==> config.mk <==
export PLATFORM = sky130hd
export DESIGN_NAME = ofmec_top
export DESIGN_NICKNAME = d
export VERILOG_FILES = /design/src/verilog/ofmec_top.v
export VERILOG_INCLUDE_DIRS = /design/src /design/src/verilog
export SDC_FILE = /design/constraint.sdc
export NUM_CORES = 1
export LEC_CHECK = 0
export ABC_AREA = 0
export BUFFER_PORTS_ARGS = -buffer_cell sky130_fd_sc_hd__buf_4
export CAP_MARGIN = 20
export CORE_MARGIN = 5
export CORE_UTILIZATION = 55
export DETAILED_ROUTE_END_ITERATION = 12
export PLACE_DENSITY = 0.87
export SYNTH_ARGS = -nofsm -noshare
export SYNTH_HDL_FRONTEND = slang
export SYNTH_SLANG_ARGS = --single-unit
==> constraint.sdc <==
create_clock -name CLK_I -period 6.9 [get_ports CLK_I]
set_input_delay 1.38 -clock CLK_I [delete_from_list [all_inputs] [get_ports CLK_I]]
set_output_delay 1.38 -clock CLK_I [all_outputs]
set_load 0.01 [all_outputs]
==> src/verilog/ofmec_defines.vh <==
// register map, field positions, reset values and codes of the mode block
`ifndef OFMEC_DEFINES_VH
`define OFMEC_DEFINES_VH

// ----------------------------------------------------------------
// register offsets
// ----------------------------------------------------------------
`define OFMEC_REG_SLOW_TRIM 8'h18
`define OFMEC_REG_FAST_TRIM 8'h1A
`define OFMEC_REG_ON_THR    8'h2A
`define OFMEC_REG_OFF_THR   8'h2B
`define OFMEC_REG_ASW_THR   8'h2C
`define OFMEC_REG_GTRIG     8'h3E
`define OFMEC_REG_SAMP      8'h40
`define OFMEC_REG_MODE      8'h45
`define OFMEC_REG_INTEN     8'h50
`define OFMEC_REG_STATUS    8'h51

// ----------------------------------------------------------------
// reset values
// ----------------------------------------------------------------
`define OFMEC_RST_SLOW_TRIM 16'h0000
`define OFMEC_RST_FAST_TRIM 16'h425E
`define OFMEC_RST_ZERO      16'h0000

// ----------------------------------------------------------------
// fields
// ----------------------------------------------------------------
`define OFMEC_MODE_LSB   0
`define OFMEC_MODE_MSB   3
`define OFMEC_FMT_LSB    4
`define OFMEC_FMT_MSB    7
`define OFMEC_ASW_BIT    10
`define OFMEC_GIRQ_BIT   15
`define OFMEC_GDRV_BIT   14
`define OFMEC_GTHR_MSB   13
`define OFMEC_ST_ON_BIT  0
`define OFMEC_ST_OFF_BIT 1
`define OFMEC_ST_GST_BIT 2

// ----------------------------------------------------------------
// mode field codes
// ----------------------------------------------------------------
`define OFMEC_MODE_STBY 4'h0
`define OFMEC_MODE_PROX 4'h1
`define OFMEC_MODE_GEST 4'h8

// ----------------------------------------------------------------
// serial port
// ----------------------------------------------------------------
`define OFMEC_DEV_ADDR  7'h5C
`define OFMEC_BIT_LAST  4'h8
`define OFMEC_BIT_ACK   4'h9

`endif

==> src/verilog/ofmec_top.v <==
// optical mode controller: serial register port, modes, proximity and gesture events
`timescale 1ns/100ps
`default_nettype none
`include "ofmec_defines.vh"

module ofmec_top (
  // clock and reset
  input  wire        CLK_I,
  input  wire        SRST_I,
  // serial register port
  input  wire        SCL_I,
  input  wire        SDA_I,
  output wire        SDA_O,
  output reg         SDA_OE_O,
  // sensor channel results
  input  wire [15:0] CH0_I,
  input  wire [15:0] CH1_I,
  input  wire [15:0] CH2_I,
  input  wire [15:0] CH3_I,
  input  wire        SMP_VLD_I,
  // acquisition control
  output wire        ACQ_EN_O,
  output reg         GEST_SET_O,
  output reg  [15:0] SAMP_CTRL_O,
  output reg  [3:0]  FIFO_FMT_O,
  output reg  [15:0] SLOW_TRIM_O,
  output reg  [15:0] FAST_TRIM_O,
  output reg         CAPTURE_O,
  // events
  output wire        INT_O
);

  // ----------------------------------------------------------------
  // states
  // ----------------------------------------------------------------
  localparam [3:0] M_IDLE = 4'b0001;
  localparam [3:0] M_STBY = 4'b0010;
  localparam [3:0] M_PROX = 4'b0100;
  localparam [3:0] M_GEST = 4'b1000;

  localparam [4:0] S_IDLE = 5'b00001;
  localparam [4:0] S_ADDR = 5'b00010;
  localparam [4:0] S_REG  = 5'b00100;
  localparam [4:0] S_WR   = 5'b01000;
  localparam [4:0] S_RD   = 5'b10000;

  // ----------------------------------------------------------------
  // functions
  // ----------------------------------------------------------------
  function [3:0] mode_dec;
    input [3:0] fld;
    begin
      case (fld)
        `OFMEC_MODE_STBY: mode_dec = M_STBY;
        `OFMEC_MODE_PROX: mode_dec = M_PROX;
        `OFMEC_MODE_GEST: mode_dec = M_GEST;
        default:          mode_dec = M_IDLE;
      endcase
    end
  endfunction

  function [15:0] sum4;
    input [15:0] a;
    input [15:0] b;
    input [15:0] c;
    input [15:0] d;
    reg   [17:0] s;
    begin
      s = {2'b00, a} + {2'b00, b} + {2'b00, c} + {2'b00, d};
      // saturate so the intensity stays 16-bit wide
      sum4 = (s[17:16] != 2'b00) ? 16'hFFFF : s[15:0];
    end
  endfunction

  // ----------------------------------------------------------------
  // pin synchronisers
  // ----------------------------------------------------------------
  reg [1:0] scl_sync_ff;
  reg [1:0] sda_sync_ff;
  reg       scl_d_ff;
  reg       sda_d_ff;

  always @(posedge CLK_I) begin
    scl_sync_ff <= {scl_sync_ff[0], SCL_I};
    sda_sync_ff <= {sda_sync_ff[0], SDA_I};
    scl_d_ff    <= scl_sync_ff[1];
    sda_d_ff    <= sda_sync_ff[1];
  end

  wire scl_rise = scl_sync_ff[1] & ~scl_d_ff;
  wire scl_fall = ~scl_sync_ff[1] & scl_d_ff;
  wire start_c  = scl_sync_ff[1] & scl_d_ff & ~sda_sync_ff[1] & sda_d_ff;
  wire stop_c   = scl_sync_ff[1] & scl_d_ff & sda_sync_ff[1] & ~sda_d_ff;

  // ----------------------------------------------------------------
  // registers
  // ----------------------------------------------------------------
  reg [15:0] on_thr_ff;
  reg [15:0] off_thr_ff;
  reg [15:0] asw_thr_ff;
  reg [15:0] gtrig_ff;
  reg [15:0] mode_cfg_ff;
  reg [15:0] inten_ff;
  reg [2:0]  status_ff;
  reg [3:0]  mode_st_ff;

  // ----------------------------------------------------------------
  // serial slave
  // ----------------------------------------------------------------
  reg [4:0]  st_ff;
  reg [3:0]  cnt_ff;
  reg [7:0]  sh_ff;
  reg [7:0]  tx_ff;
  reg [7:0]  ptr_ff;
  reg [7:0]  hi_ff;
  reg        lo_next_ff;
  reg        mack_ff;
  reg        wr_stb_ff;
  reg [7:0]  wr_addr_ff;
  reg [15:0] wr_data_ff;

  // a process, not a function call, so register updates reach it at once
  reg  [15:0] rd_word;

  always @* begin
    case (ptr_ff)
      `OFMEC_REG_SLOW_TRIM: rd_word = SLOW_TRIM_O;
      `OFMEC_REG_FAST_TRIM: rd_word = FAST_TRIM_O;
      `OFMEC_REG_ON_THR:    rd_word = on_thr_ff;
      `OFMEC_REG_OFF_THR:   rd_word = off_thr_ff;
      `OFMEC_REG_ASW_THR:   rd_word = asw_thr_ff;
      `OFMEC_REG_GTRIG:     rd_word = gtrig_ff;
      `OFMEC_REG_SAMP:      rd_word = SAMP_CTRL_O;
      `OFMEC_REG_MODE:      rd_word = mode_cfg_ff;
      `OFMEC_REG_INTEN:     rd_word = inten_ff;
      `OFMEC_REG_STATUS:    rd_word = {13'h0000, status_ff};
      default:              rd_word = 16'h0000;
    endcase
  end
  wire        stby_wr = (ptr_ff == `OFMEC_REG_MODE) &&
                        (sh_ff[3:0] == `OFMEC_MODE_STBY);

  // open drain: the line is only ever pulled low
  assign SDA_O = 1'b0;

  always @(posedge CLK_I) begin
    wr_stb_ff <= 1'b0;
    if (SRST_I) begin
      st_ff      <= S_IDLE;
      cnt_ff     <= 4'h0;
      sh_ff      <= 8'h00;
      tx_ff      <= 8'h00;
      ptr_ff     <= 8'h00;
      hi_ff      <= 8'h00;
      lo_next_ff <= 1'b0;
      mack_ff    <= 1'b0;
      wr_addr_ff <= 8'h00;
      wr_data_ff <= 16'h0000;
      SDA_OE_O   <= 1'b0;
    end else if (start_c) begin
      st_ff    <= S_ADDR;
      cnt_ff   <= 4'h0;
      SDA_OE_O <= 1'b0;
    end else if (stop_c) begin
      st_ff    <= S_IDLE;
      SDA_OE_O <= 1'b0;
    end else if (st_ff != S_IDLE) begin
      if (scl_rise) begin
        if (cnt_ff < `OFMEC_BIT_LAST)
          sh_ff <= {sh_ff[6:0], sda_sync_ff[1]};
        else
          mack_ff <= ~sda_sync_ff[1];
        cnt_ff <= cnt_ff + 4'h1;
      end else if (scl_fall) begin
        if (cnt_ff == `OFMEC_BIT_LAST) begin
          SDA_OE_O <= 1'b0;
          case (st_ff)
            S_ADDR: begin
              if (sh_ff[7:1] == `OFMEC_DEV_ADDR) begin
                SDA_OE_O   <= 1'b1;
                st_ff      <= sh_ff[0] ? S_RD : S_REG;
                lo_next_ff <= 1'b0;
              end else begin
                st_ff <= S_IDLE;
              end
            end
            S_REG: begin
              ptr_ff     <= sh_ff;
              SDA_OE_O   <= 1'b1;
              st_ff      <= S_WR;
              lo_next_ff <= 1'b0;
            end
            S_WR: begin
              if (!lo_next_ff) begin
                hi_ff      <= sh_ff;
                SDA_OE_O   <= 1'b1;
                lo_next_ff <= 1'b1;
              end else begin
                wr_stb_ff  <= 1'b1;
                wr_addr_ff <= ptr_ff;
                wr_data_ff <= {hi_ff, sh_ff};
                SDA_OE_O   <= ~stby_wr;
                ptr_ff     <= ptr_ff + 8'h01;
                lo_next_ff <= 1'b0;
              end
            end
            default: ;
          endcase
        end else if (cnt_ff == `OFMEC_BIT_ACK) begin
          cnt_ff   <= 4'h0;
          SDA_OE_O <= 1'b0;
          // a read starts after the address ack or after a master ack
          if (st_ff == S_RD && (SDA_OE_O || mack_ff)) begin
            tx_ff      <= lo_next_ff ? rd_word[7:0] : rd_word[15:8];
            SDA_OE_O   <= lo_next_ff ? ~rd_word[7] : ~rd_word[15];
            lo_next_ff <= ~lo_next_ff;
            if (lo_next_ff)
              ptr_ff <= ptr_ff + 8'h01;
          end else if (st_ff == S_RD) begin
            st_ff <= S_IDLE;
          end
        end else if (st_ff == S_RD) begin
          tx_ff    <= {tx_ff[6:0], 1'b0};
          SDA_OE_O <= ~tx_ff[6];
        end
      end
    end
  end

  // ----------------------------------------------------------------
  // intensity and events
  // ----------------------------------------------------------------
  reg        near_ff;
  reg        trig_ff;
  reg [15:0] prev_ff;

  wire        in_prox = (mode_st_ff == M_PROX);
  wire        in_gest = (mode_st_ff == M_GEST);
  wire        acq     = in_prox | in_gest;
  wire        vld     = SMP_VLD_I & acq;
  wire [15:0] inten   = sum4(CH0_I, CH1_I, CH2_I, CH3_I);
  wire [15:0] gthr    = {2'b00, gtrig_ff[`OFMEC_GTHR_MSB:0]};
  wire [15:0] delta   = inten - prev_ff;
  wire        g_abs   = inten > gthr;
  wire        g_drv   = (inten > prev_ff) && (delta > gthr);
  wire        g_cond  = gtrig_ff[`OFMEC_GDRV_BIT] ? g_drv : g_abs;

  wire on_evt  = vld & in_prox & ~near_ff & (inten > on_thr_ff);
  wire off_evt = vld & in_prox & near_ff & (inten < off_thr_ff);
  wire gst_evt = vld & in_gest & g_cond & ~trig_ff;
  wire asw_evt = vld & in_prox & mode_cfg_ff[`OFMEC_ASW_BIT] &
                 (inten >= asw_thr_ff);

  assign ACQ_EN_O = acq;
  assign INT_O    = |status_ff;

  always @(posedge CLK_I) begin
    if (SRST_I) begin
      near_ff   <= 1'b0;
      trig_ff   <= 1'b0;
      prev_ff   <= 16'h0000;
      inten_ff  <= 16'h0000;
      CAPTURE_O <= 1'b0;
    end else begin
      CAPTURE_O <= vld & in_gest & g_cond;
      if (vld) begin
        prev_ff  <= inten;
        inten_ff <= inten;
        trig_ff  <= in_gest & g_cond;
      end
      if (on_evt)
        near_ff <= 1'b1;
      else if (off_evt)
        near_ff <= 1'b0;
    end
  end

  // ----------------------------------------------------------------
  // register file and mode control
  // ----------------------------------------------------------------
  wire mode_wr = wr_stb_ff && (wr_addr_ff == `OFMEC_REG_MODE);
  // standby freezes everything but the mode register itself
  wire reg_wr  = wr_stb_ff && (mode_st_ff != M_STBY);
  wire [2:0] st_set = {gst_evt & gtrig_ff[`OFMEC_GIRQ_BIT],
                       off_evt, on_evt};
  wire [2:0] st_clr = (reg_wr && wr_addr_ff == `OFMEC_REG_STATUS) ?
                      wr_data_ff[2:0] : 3'b000;

  always @(posedge CLK_I) begin
    if (SRST_I) begin
      SLOW_TRIM_O <= `OFMEC_RST_SLOW_TRIM;
      FAST_TRIM_O <= `OFMEC_RST_FAST_TRIM;
      on_thr_ff   <= `OFMEC_RST_ZERO;
      off_thr_ff  <= `OFMEC_RST_ZERO;
      asw_thr_ff  <= `OFMEC_RST_ZERO;
      gtrig_ff    <= `OFMEC_RST_ZERO;
      SAMP_CTRL_O <= `OFMEC_RST_ZERO;
      mode_cfg_ff <= `OFMEC_RST_ZERO;
      status_ff   <= 3'b000;
      mode_st_ff  <= M_IDLE;
    end else begin
      status_ff <= (status_ff & ~st_clr) | st_set;
      if (mode_wr) begin
        mode_cfg_ff <= wr_data_ff;
        mode_st_ff  <= mode_dec(wr_data_ff[3:0]);
      end else if (asw_evt) begin
        mode_cfg_ff[3:0] <= `OFMEC_MODE_GEST;
        mode_st_ff       <= M_GEST;
      end
      if (reg_wr) begin
        case (wr_addr_ff)
          `OFMEC_REG_SLOW_TRIM: SLOW_TRIM_O <= wr_data_ff;
          `OFMEC_REG_FAST_TRIM: FAST_TRIM_O <= wr_data_ff;
          `OFMEC_REG_ON_THR:    on_thr_ff   <= wr_data_ff;
          `OFMEC_REG_OFF_THR:   off_thr_ff  <= wr_data_ff;
          `OFMEC_REG_ASW_THR:   asw_thr_ff  <= wr_data_ff;
          `OFMEC_REG_GTRIG:     gtrig_ff    <= wr_data_ff;
          `OFMEC_REG_SAMP:      SAMP_CTRL_O <= wr_data_ff;
          default: ;
        endcase
      end
    end
  end

  // ----------------------------------------------------------------
  // configuration outputs
  // ----------------------------------------------------------------
  always @(posedge CLK_I) begin
    if (SRST_I) begin
      GEST_SET_O <= 1'b0;
      FIFO_FMT_O <= 4'h0;
    end else begin
      GEST_SET_O <= in_gest;
      FIFO_FMT_O <= mode_cfg_ff[`OFMEC_FMT_MSB:`OFMEC_FMT_LSB];
    end
  end

endmodule // ofmec_top
`default_nettype wire

==> flow_summary.ini, run 1 <==
[outcome]
status = completed

[critical_path]
reg2reg_slack_ns = 3.33
timing.critical_path.slowest_cell_delay_ns = 0.52
timing.rr.end = tx_ff[1]$_SDFFE_PP0P_
r2r-start = ptr_ff[0]$_SDFFE_PP0P_
critical_path_depth = 31
timing.critical_path.fanout_max = 7
worst_setup_path_start_kind = primary input
path_class = primary input to flip-flop
critPathRequiredTime_ns = 7.29
cp.buffers_inverters = 5
worst_ep_arrival_time_ns = 7.02
timing.critical_path.max_delay_family = compound AO/OA/AOI/OAI gates
worst_path_max_delay_cell = sky130_fd_sc_hd__fa_1
r2r_cells = 8
worstSetupEndpointType = flip-flop

[clock_tree]
cts.htree.levels = 1
worst_setup_hold_path_clk_slew_ns = 0.06
cts_hold_repair.buffers = 0
cts-buffers-inserted = 25
clock_tree.root_cell = sky130_fd_sc_hd__clkbuf_16
insertion_delay_ns = 0.53
maximum_buffer_depth_of_the_clock_tree = 3
tritoncts = yes
tritoncts_num_sinks = 233

[die]
die_h_um = 172.5
die_w_um = 172.5
top_level_ports = 127
count_of_standard_cell_rows = 59
design.die.area_sq_um = 29760
design.core.area_sq_um = 26060
initial_core_util_pct = 55.75

[yosys]
post_synth.cell_area_avg_sq_um = 8.325
syn_inst = 1745
yosys.cell_types.count = 78
yosys_register_bits = 233
yosys.area.top_type_share_pct = 32.11
portion_of_the_post_synthesis_area_used_by_sequential_elements_pct = 32.11
synth.largest_area_cell = sky130_fd_sc_hd__dfxtp_1
synthFlopType = sky130_fd_sc_hd__dfxtp_1
yosys-top-cells-area = sky130_fd_sc_hd__dfxtp_1 (32%), sky130_fd_sc_hd__ha_1 (10%), sky130_fd_sc_hd__mux2i_1 (8.3%)
async_flop_share_pct = 0
synth_enable_flop_cells = 0
post_synth_instance_area_sq_um = 14530
postSynthNetCount = 1965
syn_warnings = 0

[flow_run]
drv_cap = 0

[hold_path]
worst_hold_startpoint = sda_sync_ff[0]$_DFF_P_
min-delay-path-class = flip-flop to flip-flop
worst_hold_path.endpoint = sda_sync_ff[1]$_DFF_P_
whs_path_depth = 0

[power]
power.share.sequential_pct = 29.2
total_leakage_power_uw = 0.007013
combPwrFrac_pct = 39.6
power_switching_share_pct = 33.02
power_density_nw_per_um2 = 266.2
p_switching_uw = 1528
p_int_uw = 3100
ir_worst_vdd_uv = 215.5
clock_power_share_pct = 31.2
power_uw = 4628

[final_layout]
mostFrequentLayoutCell = sky130_fd_sc_hd__dfxtp_1
fin_nets = 2120
area.growth.synth_to_final_pct = 19.67
final_design_area_no_fill_sq_um = 17390
antenna_cells = 0
layout-drive-gt1-share_pct = 16.84
layout_common_cells = sky130_fd_sc_hd__dfxtp_1 (233), sky130_fd_sc_hd__buf_4 (215), sky130_fd_sc_hd__nor2_1 (209), sky130_fd_sc_hd__inv_1 (192), sky130_fd_sc_hd__nand2_1 (156)

[sta]
final.min_clock_period_ns = 6.630
final_min_period_over_clock_period_pct = 96.08
setup_viol = 0
tightestPinTransition_ns = 1.182
rsz0062_at_grt = yes
max_freq_mhz = 150.8
report.final.hold_viol_count = 0
max-slew-margin-rel_pct = 20.98
final.hold.worst_slack_ns = 0.3253
skew_ns = 0.01417
maxSlewViolCount = 0

[detailed_routing]
detailedRoute.firstPassIterationCount = 6
number_of_nets_with_antenna_violations_after_detailed_routing = 0
number_of_vias_in_the_routed_layout = 13780
detail_route.iter0.violations = 1779
detailed_route_drc_error_count = 0
wl_per_cell_um = 19.15
detail_route.vias_per_cell = 6.117
routed_wl_um = 43140

[global_routing]
first_global_vias = 13210
gr-usage-all-layers_pct = 27.19
maximum_number_of_pins_on_one_net_before_global_route_repair = 118
gr-total-overflow = 0
antenna_found_initial = 0
global_route_wire_length_before_repair_um = 68400

[placed_design]
gp_congestion = 1.002
post_dp_cell_area_sq_um = 16270
place_hpwl_um = 31560
port_buffers = 125
[cells in the mapped netlist (all sizes together) (22+ instances only)]
library cell,instances
nand2,156
nand4,25
dfxtp,233
fa,33
a221oi,26
nor2,219
a21o,27
nand3,34
clkbuf,76
inv,198
a22oi,26
ha,118
mux2i,121
o21ai,41
a21oi,100
a211oi,38
nor2b,22
[registers in the layout, summed over array words and instances, names as in the netlist, 16 cells and up]
signal and flops:
asw_thr_ff 16, wr_data_ff 16, gtrig_ff 16, FAST_TRIM_O 16, prev_ff 16, mode_cfg_ff 16
SLOW_TRIM_O 16, off_thr_ff 16, SAMP_CTRL_O 16, on_thr_ff 16
[area by class of cell]
type / instances / area, sq um
inverters: 198 / 743.2
fillers: 2005 / 8673
clock inverters: 11 / 170.2
well taps: 335 / 419.2
flip-flops and latches: 233 / 4664
multi-input cells: 1218 / 8917
clock buffers: 34 / 719.4
repair buffers: 224 / 1752
[power groups by stage]
stage / logic [uW] / clock network [uW] / registers [uW]
6_report: 1830 / 1440 / 1350
5_1_grt: 2040 / 1510 / 1350
4_1_cts: 1730 / 1450 / 1350
3_5_place_dp: 1710 / 0 / 1380
3_3_place_gp: 1630 / 0 / 1380
2_1_floorplan: 1140 / 0 / 1380
[repair_timing]
| item | CTS | global route |
|---|---|---|
| buffers inserted | 0 | 7 |
| resized for setup | 0 | 36 |
| endpoints found under the hold margin | 0 | 0 |
| setup endpoints to repair | 0 | 3 |
[kinds of logic (layout without fill, tap and decap cells)]
logic type,Yosys count,after routing,share of synthesized area [%]
AND/OR/NAND/NOR,559,559,18.05
AO/OA/AOI/OAI,356,356,17.04
buffers and inverters,294,467,7.906
flip-flops,233,233,32.11
adder cells (fa/ha/maj),151,151,14.71
multiplexers,122,122,8.414
XOR/XNOR,29,29,1.748
other,1,1,0.02581
[routing by layer]
metal	share of wire (%)	vias up	GRT usage, %	routed length (um)
li1	-	6350	-	-
met1	40	6528	36.88	17380
met2	46	771	43.61	19660
met3	10	133	4.214	4299
met4	4.2	0	10.66	1797
met5	0	-	0	0
[per-stage QoR]
stage               cells  setup TNS (ns)  utilization (%)  worst slack, ns
floorplan            1745               0                -          0.01593
global placement     2197         -0.4023            62.33          -0.1491
detailed placement   2198          -1.121            62.44          -0.3963
CTS                  2243               0            65.85           0.1182
global route         2253         -0.2402            66.72          -0.1132
finish               2253               0            66.72           0.2702
[worst max path at each step]
stage	start	end	slack (ns)
detailed placement	CH2_I[1]	trig_ff$_SDFFE_PP0P_	-0.40
finish	CH2_I[1]	trig_ff$_SDFFE_PP0P_	0.27
global route	CH2_I[1]	trig_ff$_SDFFE_PP0P_	-0.11
CTS	CH2_I[1]	trig_ff$_SDFFE_PP0P_	0.12
global placement	CH2_I[1]	trig_ff$_SDFFE_PP0P_	-0.15
floorplan	CH0_I[13]	trig_ff$_SDFFE_PP0P_	0.02
(Power assumes the default switching activity.)
==> inputs of run 2 (changes only) <==
--- a/config.mk
+++ b/config.mk
@@ -13,6 +13,7 @@
 export CORE_UTILIZATION = 55
 export DETAILED_ROUTE_END_ITERATION = 12
 export PLACE_DENSITY = 0.87
+export RECOVER_POWER = 50
 export SYNTH_ARGS = -nofsm -noshare
 export SYNTH_HDL_FRONTEND = slang
 export SYNTH_SLANG_ARGS = --single-unit
==> run 2 against run 1 <==
  * The run now ends with max-capacitance violations, max-slew violations left
  * Cell count stayed put
  * Sequential cell count stayed put
  * Non-clock buffer count stayed put
  * Die area stayed put
  * Critical path depth stayed put
  * Combinational power hardly changed
  * Clock power hardly changed
  * Global-route usage stayed put
  * Core utilization is 1.2 points lower
  * First-iteration DRC count is 3.1% higher
  * Critical endpoint unchanged
==> flow_summary.ini, run 2 (synthesis gave the netlist of run 1 again) <==
[outcome]
status = complete, but fails checks
failing_checks = max-capacitance violations, max-slew violations

[die]
top_level_ports = 127
design.die.area_sq_um = 29760
die_w_um = 172.5
count_of_standard_cell_rows = 59
die_h_um = 172.5
initial_core_util_pct = 55.75
design.core.area_sq_um = 26060

[final_layout]
antenna_cells = 0
area.growth.synth_to_final_pct = 17.52
layout_common_cells = sky130_fd_sc_hd__dfxtp_1 (233), sky130_fd_sc_hd__nor2_1 (209), sky130_fd_sc_hd__inv_1 (192), sky130_fd_sc_hd__nand2_1 (156), sky130_fd_sc_hd__buf_4 (153)
fin_nets = 2120
multiInputGateArea_sq_um = 8889
fillerInstances = 2079
finalCoreUtilization_pct = 65.52
final-seq-area_sq_um = 4664
mostFrequentLayoutCell = sky130_fd_sc_hd__dfxtp_1
layout-drive-gt1-share_pct = 13.35
layout_cells_excl_fill = 2253

[sta]
setup_total_negative_slack_ns = 0
report.final.hold_viol_count = 0
final.min_clock_period_ns = 6.625
skew_ns = 0.01563
max-slew-margin-rel_pct = -9.842
final.setup.worst_slack_ns = 0.2745
max_freq_mhz = 150.9
maxSlewViolCount = 58
rsz0062_at_grt = yes
setup_viol = 0
tightestPinTransition_ns = 1.648
final_min_period_over_clock_period_pct = 96.02

[clock_tree]
clock_tree.root_cell = sky130_fd_sc_hd__clkbuf_16
cts_hold_repair.buffers = 0
worst_setup_hold_path_clk_slew_ns = 0.06
tritoncts_num_sinks = 233
cts-buffers-inserted = 25
insertion_delay_ns = 0.53
maximum_buffer_depth_of_the_clock_tree = 3
tritoncts = yes
cts.htree.levels = 1

[critical_path]
critical_path_depth = 31
critPathRequiredTime_ns = 7.29
worstSetupEndpointType = flip-flop
timing.critical_path.fanout_max = 7
timing.critical_path.slowest_cell_delay_ns = 0.52
worst_setup_path_start_kind = primary input
timing.critical_path.max_delay_family = compound AO/OA/AOI/OAI gates
worst_ep_arrival_time_ns = 7.02
cp.buffers_inverters = 5
r2r_cells = 6
worst_path_max_delay_cell = sky130_fd_sc_hd__fa_1
path_class = primary input to flip-flop

[power]
total_leakage_power_uw = 0.006735
ir_worst_vdd_uv = 214.7
power_uw = 4628
power_density_nw_per_um2 = 271.1

[global_routing]
antenna_found_initial = 0
gr-usage-all-layers_pct = 27.19
first_global_vias = 13210
gr-total-overflow = 0
global_route_wire_length_before_repair_um = 68400
maximum_number_of_pins_on_one_net_before_global_route_repair = 118

[hold_path]
whs_path_depth = 0
min-delay-path-class = flip-flop to flip-flop

[detailed_routing]
detail_route.vias_per_cell = 6.088
detailedRoute.firstPassIterationCount = 8
wl_per_cell_um = 19.08
detail_route.iter0.violations = 1834
detailed_route_drc_error_count = 0
wl_met1_um = 17430
maxUsedRoutingLayer = met4
met2WireLength_um = 19570
number_of_vias_in_the_routed_layout = 13720
routed_wl_um = 42980
number_of_nets_with_antenna_violations_after_detailed_routing = 0
routed-wl-met3_um = 4143

[placed_design]
place_hpwl_um = 31560
place_inst = 2198
place_worst_setup_slack_ns = -0.3963
gp_congestion = 1.002
port_buffers = 125

[flow_run]
drv_cap = 3
-- run 2: cell count changes in the layout (fill, tap and decap cells not counted), sizes merged --
| cell | before | now |
|---|---|---|
| clkbuf | 34 | 99 |
| buf | 224 | 159 |
-- run 2: final timing paths --
check | start | endpoint | slack, ns
worst max-delay path | CH2_I[1] | trig_ff$_SDFFE_PP0P_ | 0.27
worst min-delay path | sda_sync_ff[0]$_DFF_P_ | sda_sync_ff[1]$_DFF_P_ | 0.33
worst min register to register | sda_sync_ff[0]$_DFF_P_ | sda_sync_ff[1]$_DFF_P_ | 0.33
worst max register to register | wr_addr_ff[3]$_SDFFE_PP0P_ | SAMP_CTRL_O[15]$_SDFFE_PP0P_ | 3.12
-- run 2: per-layer routing --
metal / GRT usage (%) / vias up
met3: 4.214 / 143
li1: - / 6349
met2: 43.61 / 746
met4: 10.66 / 0
met5: 0 / -
met1: 36.88 / 6478
-- run 2: metrics by stage --
step / instance area [sq um] / hold WS, ns
6_report: 17070 / 0.3252
5_1_grt: 17070 / 0.3320
4_1_cts: 17160 / 0.3257
3_5_place_dp: 16270 / 0.3121
3_3_place_gp: 16240 / 0.3115
2_1_floorplan: 14640 / 0.3096
-- run 2: power by group --
| group | switching, uW | leakage (uW) | internal [uW] |
|---|---|---|---|
| clock network | 564 | 0.000428 | 880 |
| logic | 962 | 0.00443 | 871 |
| registers | 2.96 | 0.00188 | 1350 |
-- run 2: cell type report --
type	count	share of cell area, %
sequential	233	27.32
inverter	198	4.353
tap	335	2.455
clock buffer	34	4.214
clock inverter	11	0.9967
multi-input combinational	1218	52.06
timing repair buffer	224	8.597
-- run 2: timing repair --
item                                    CTS  global route
gates resized for setup                   0            36
setup buffers                             0             7
endpoints found under the setup margin    0             3
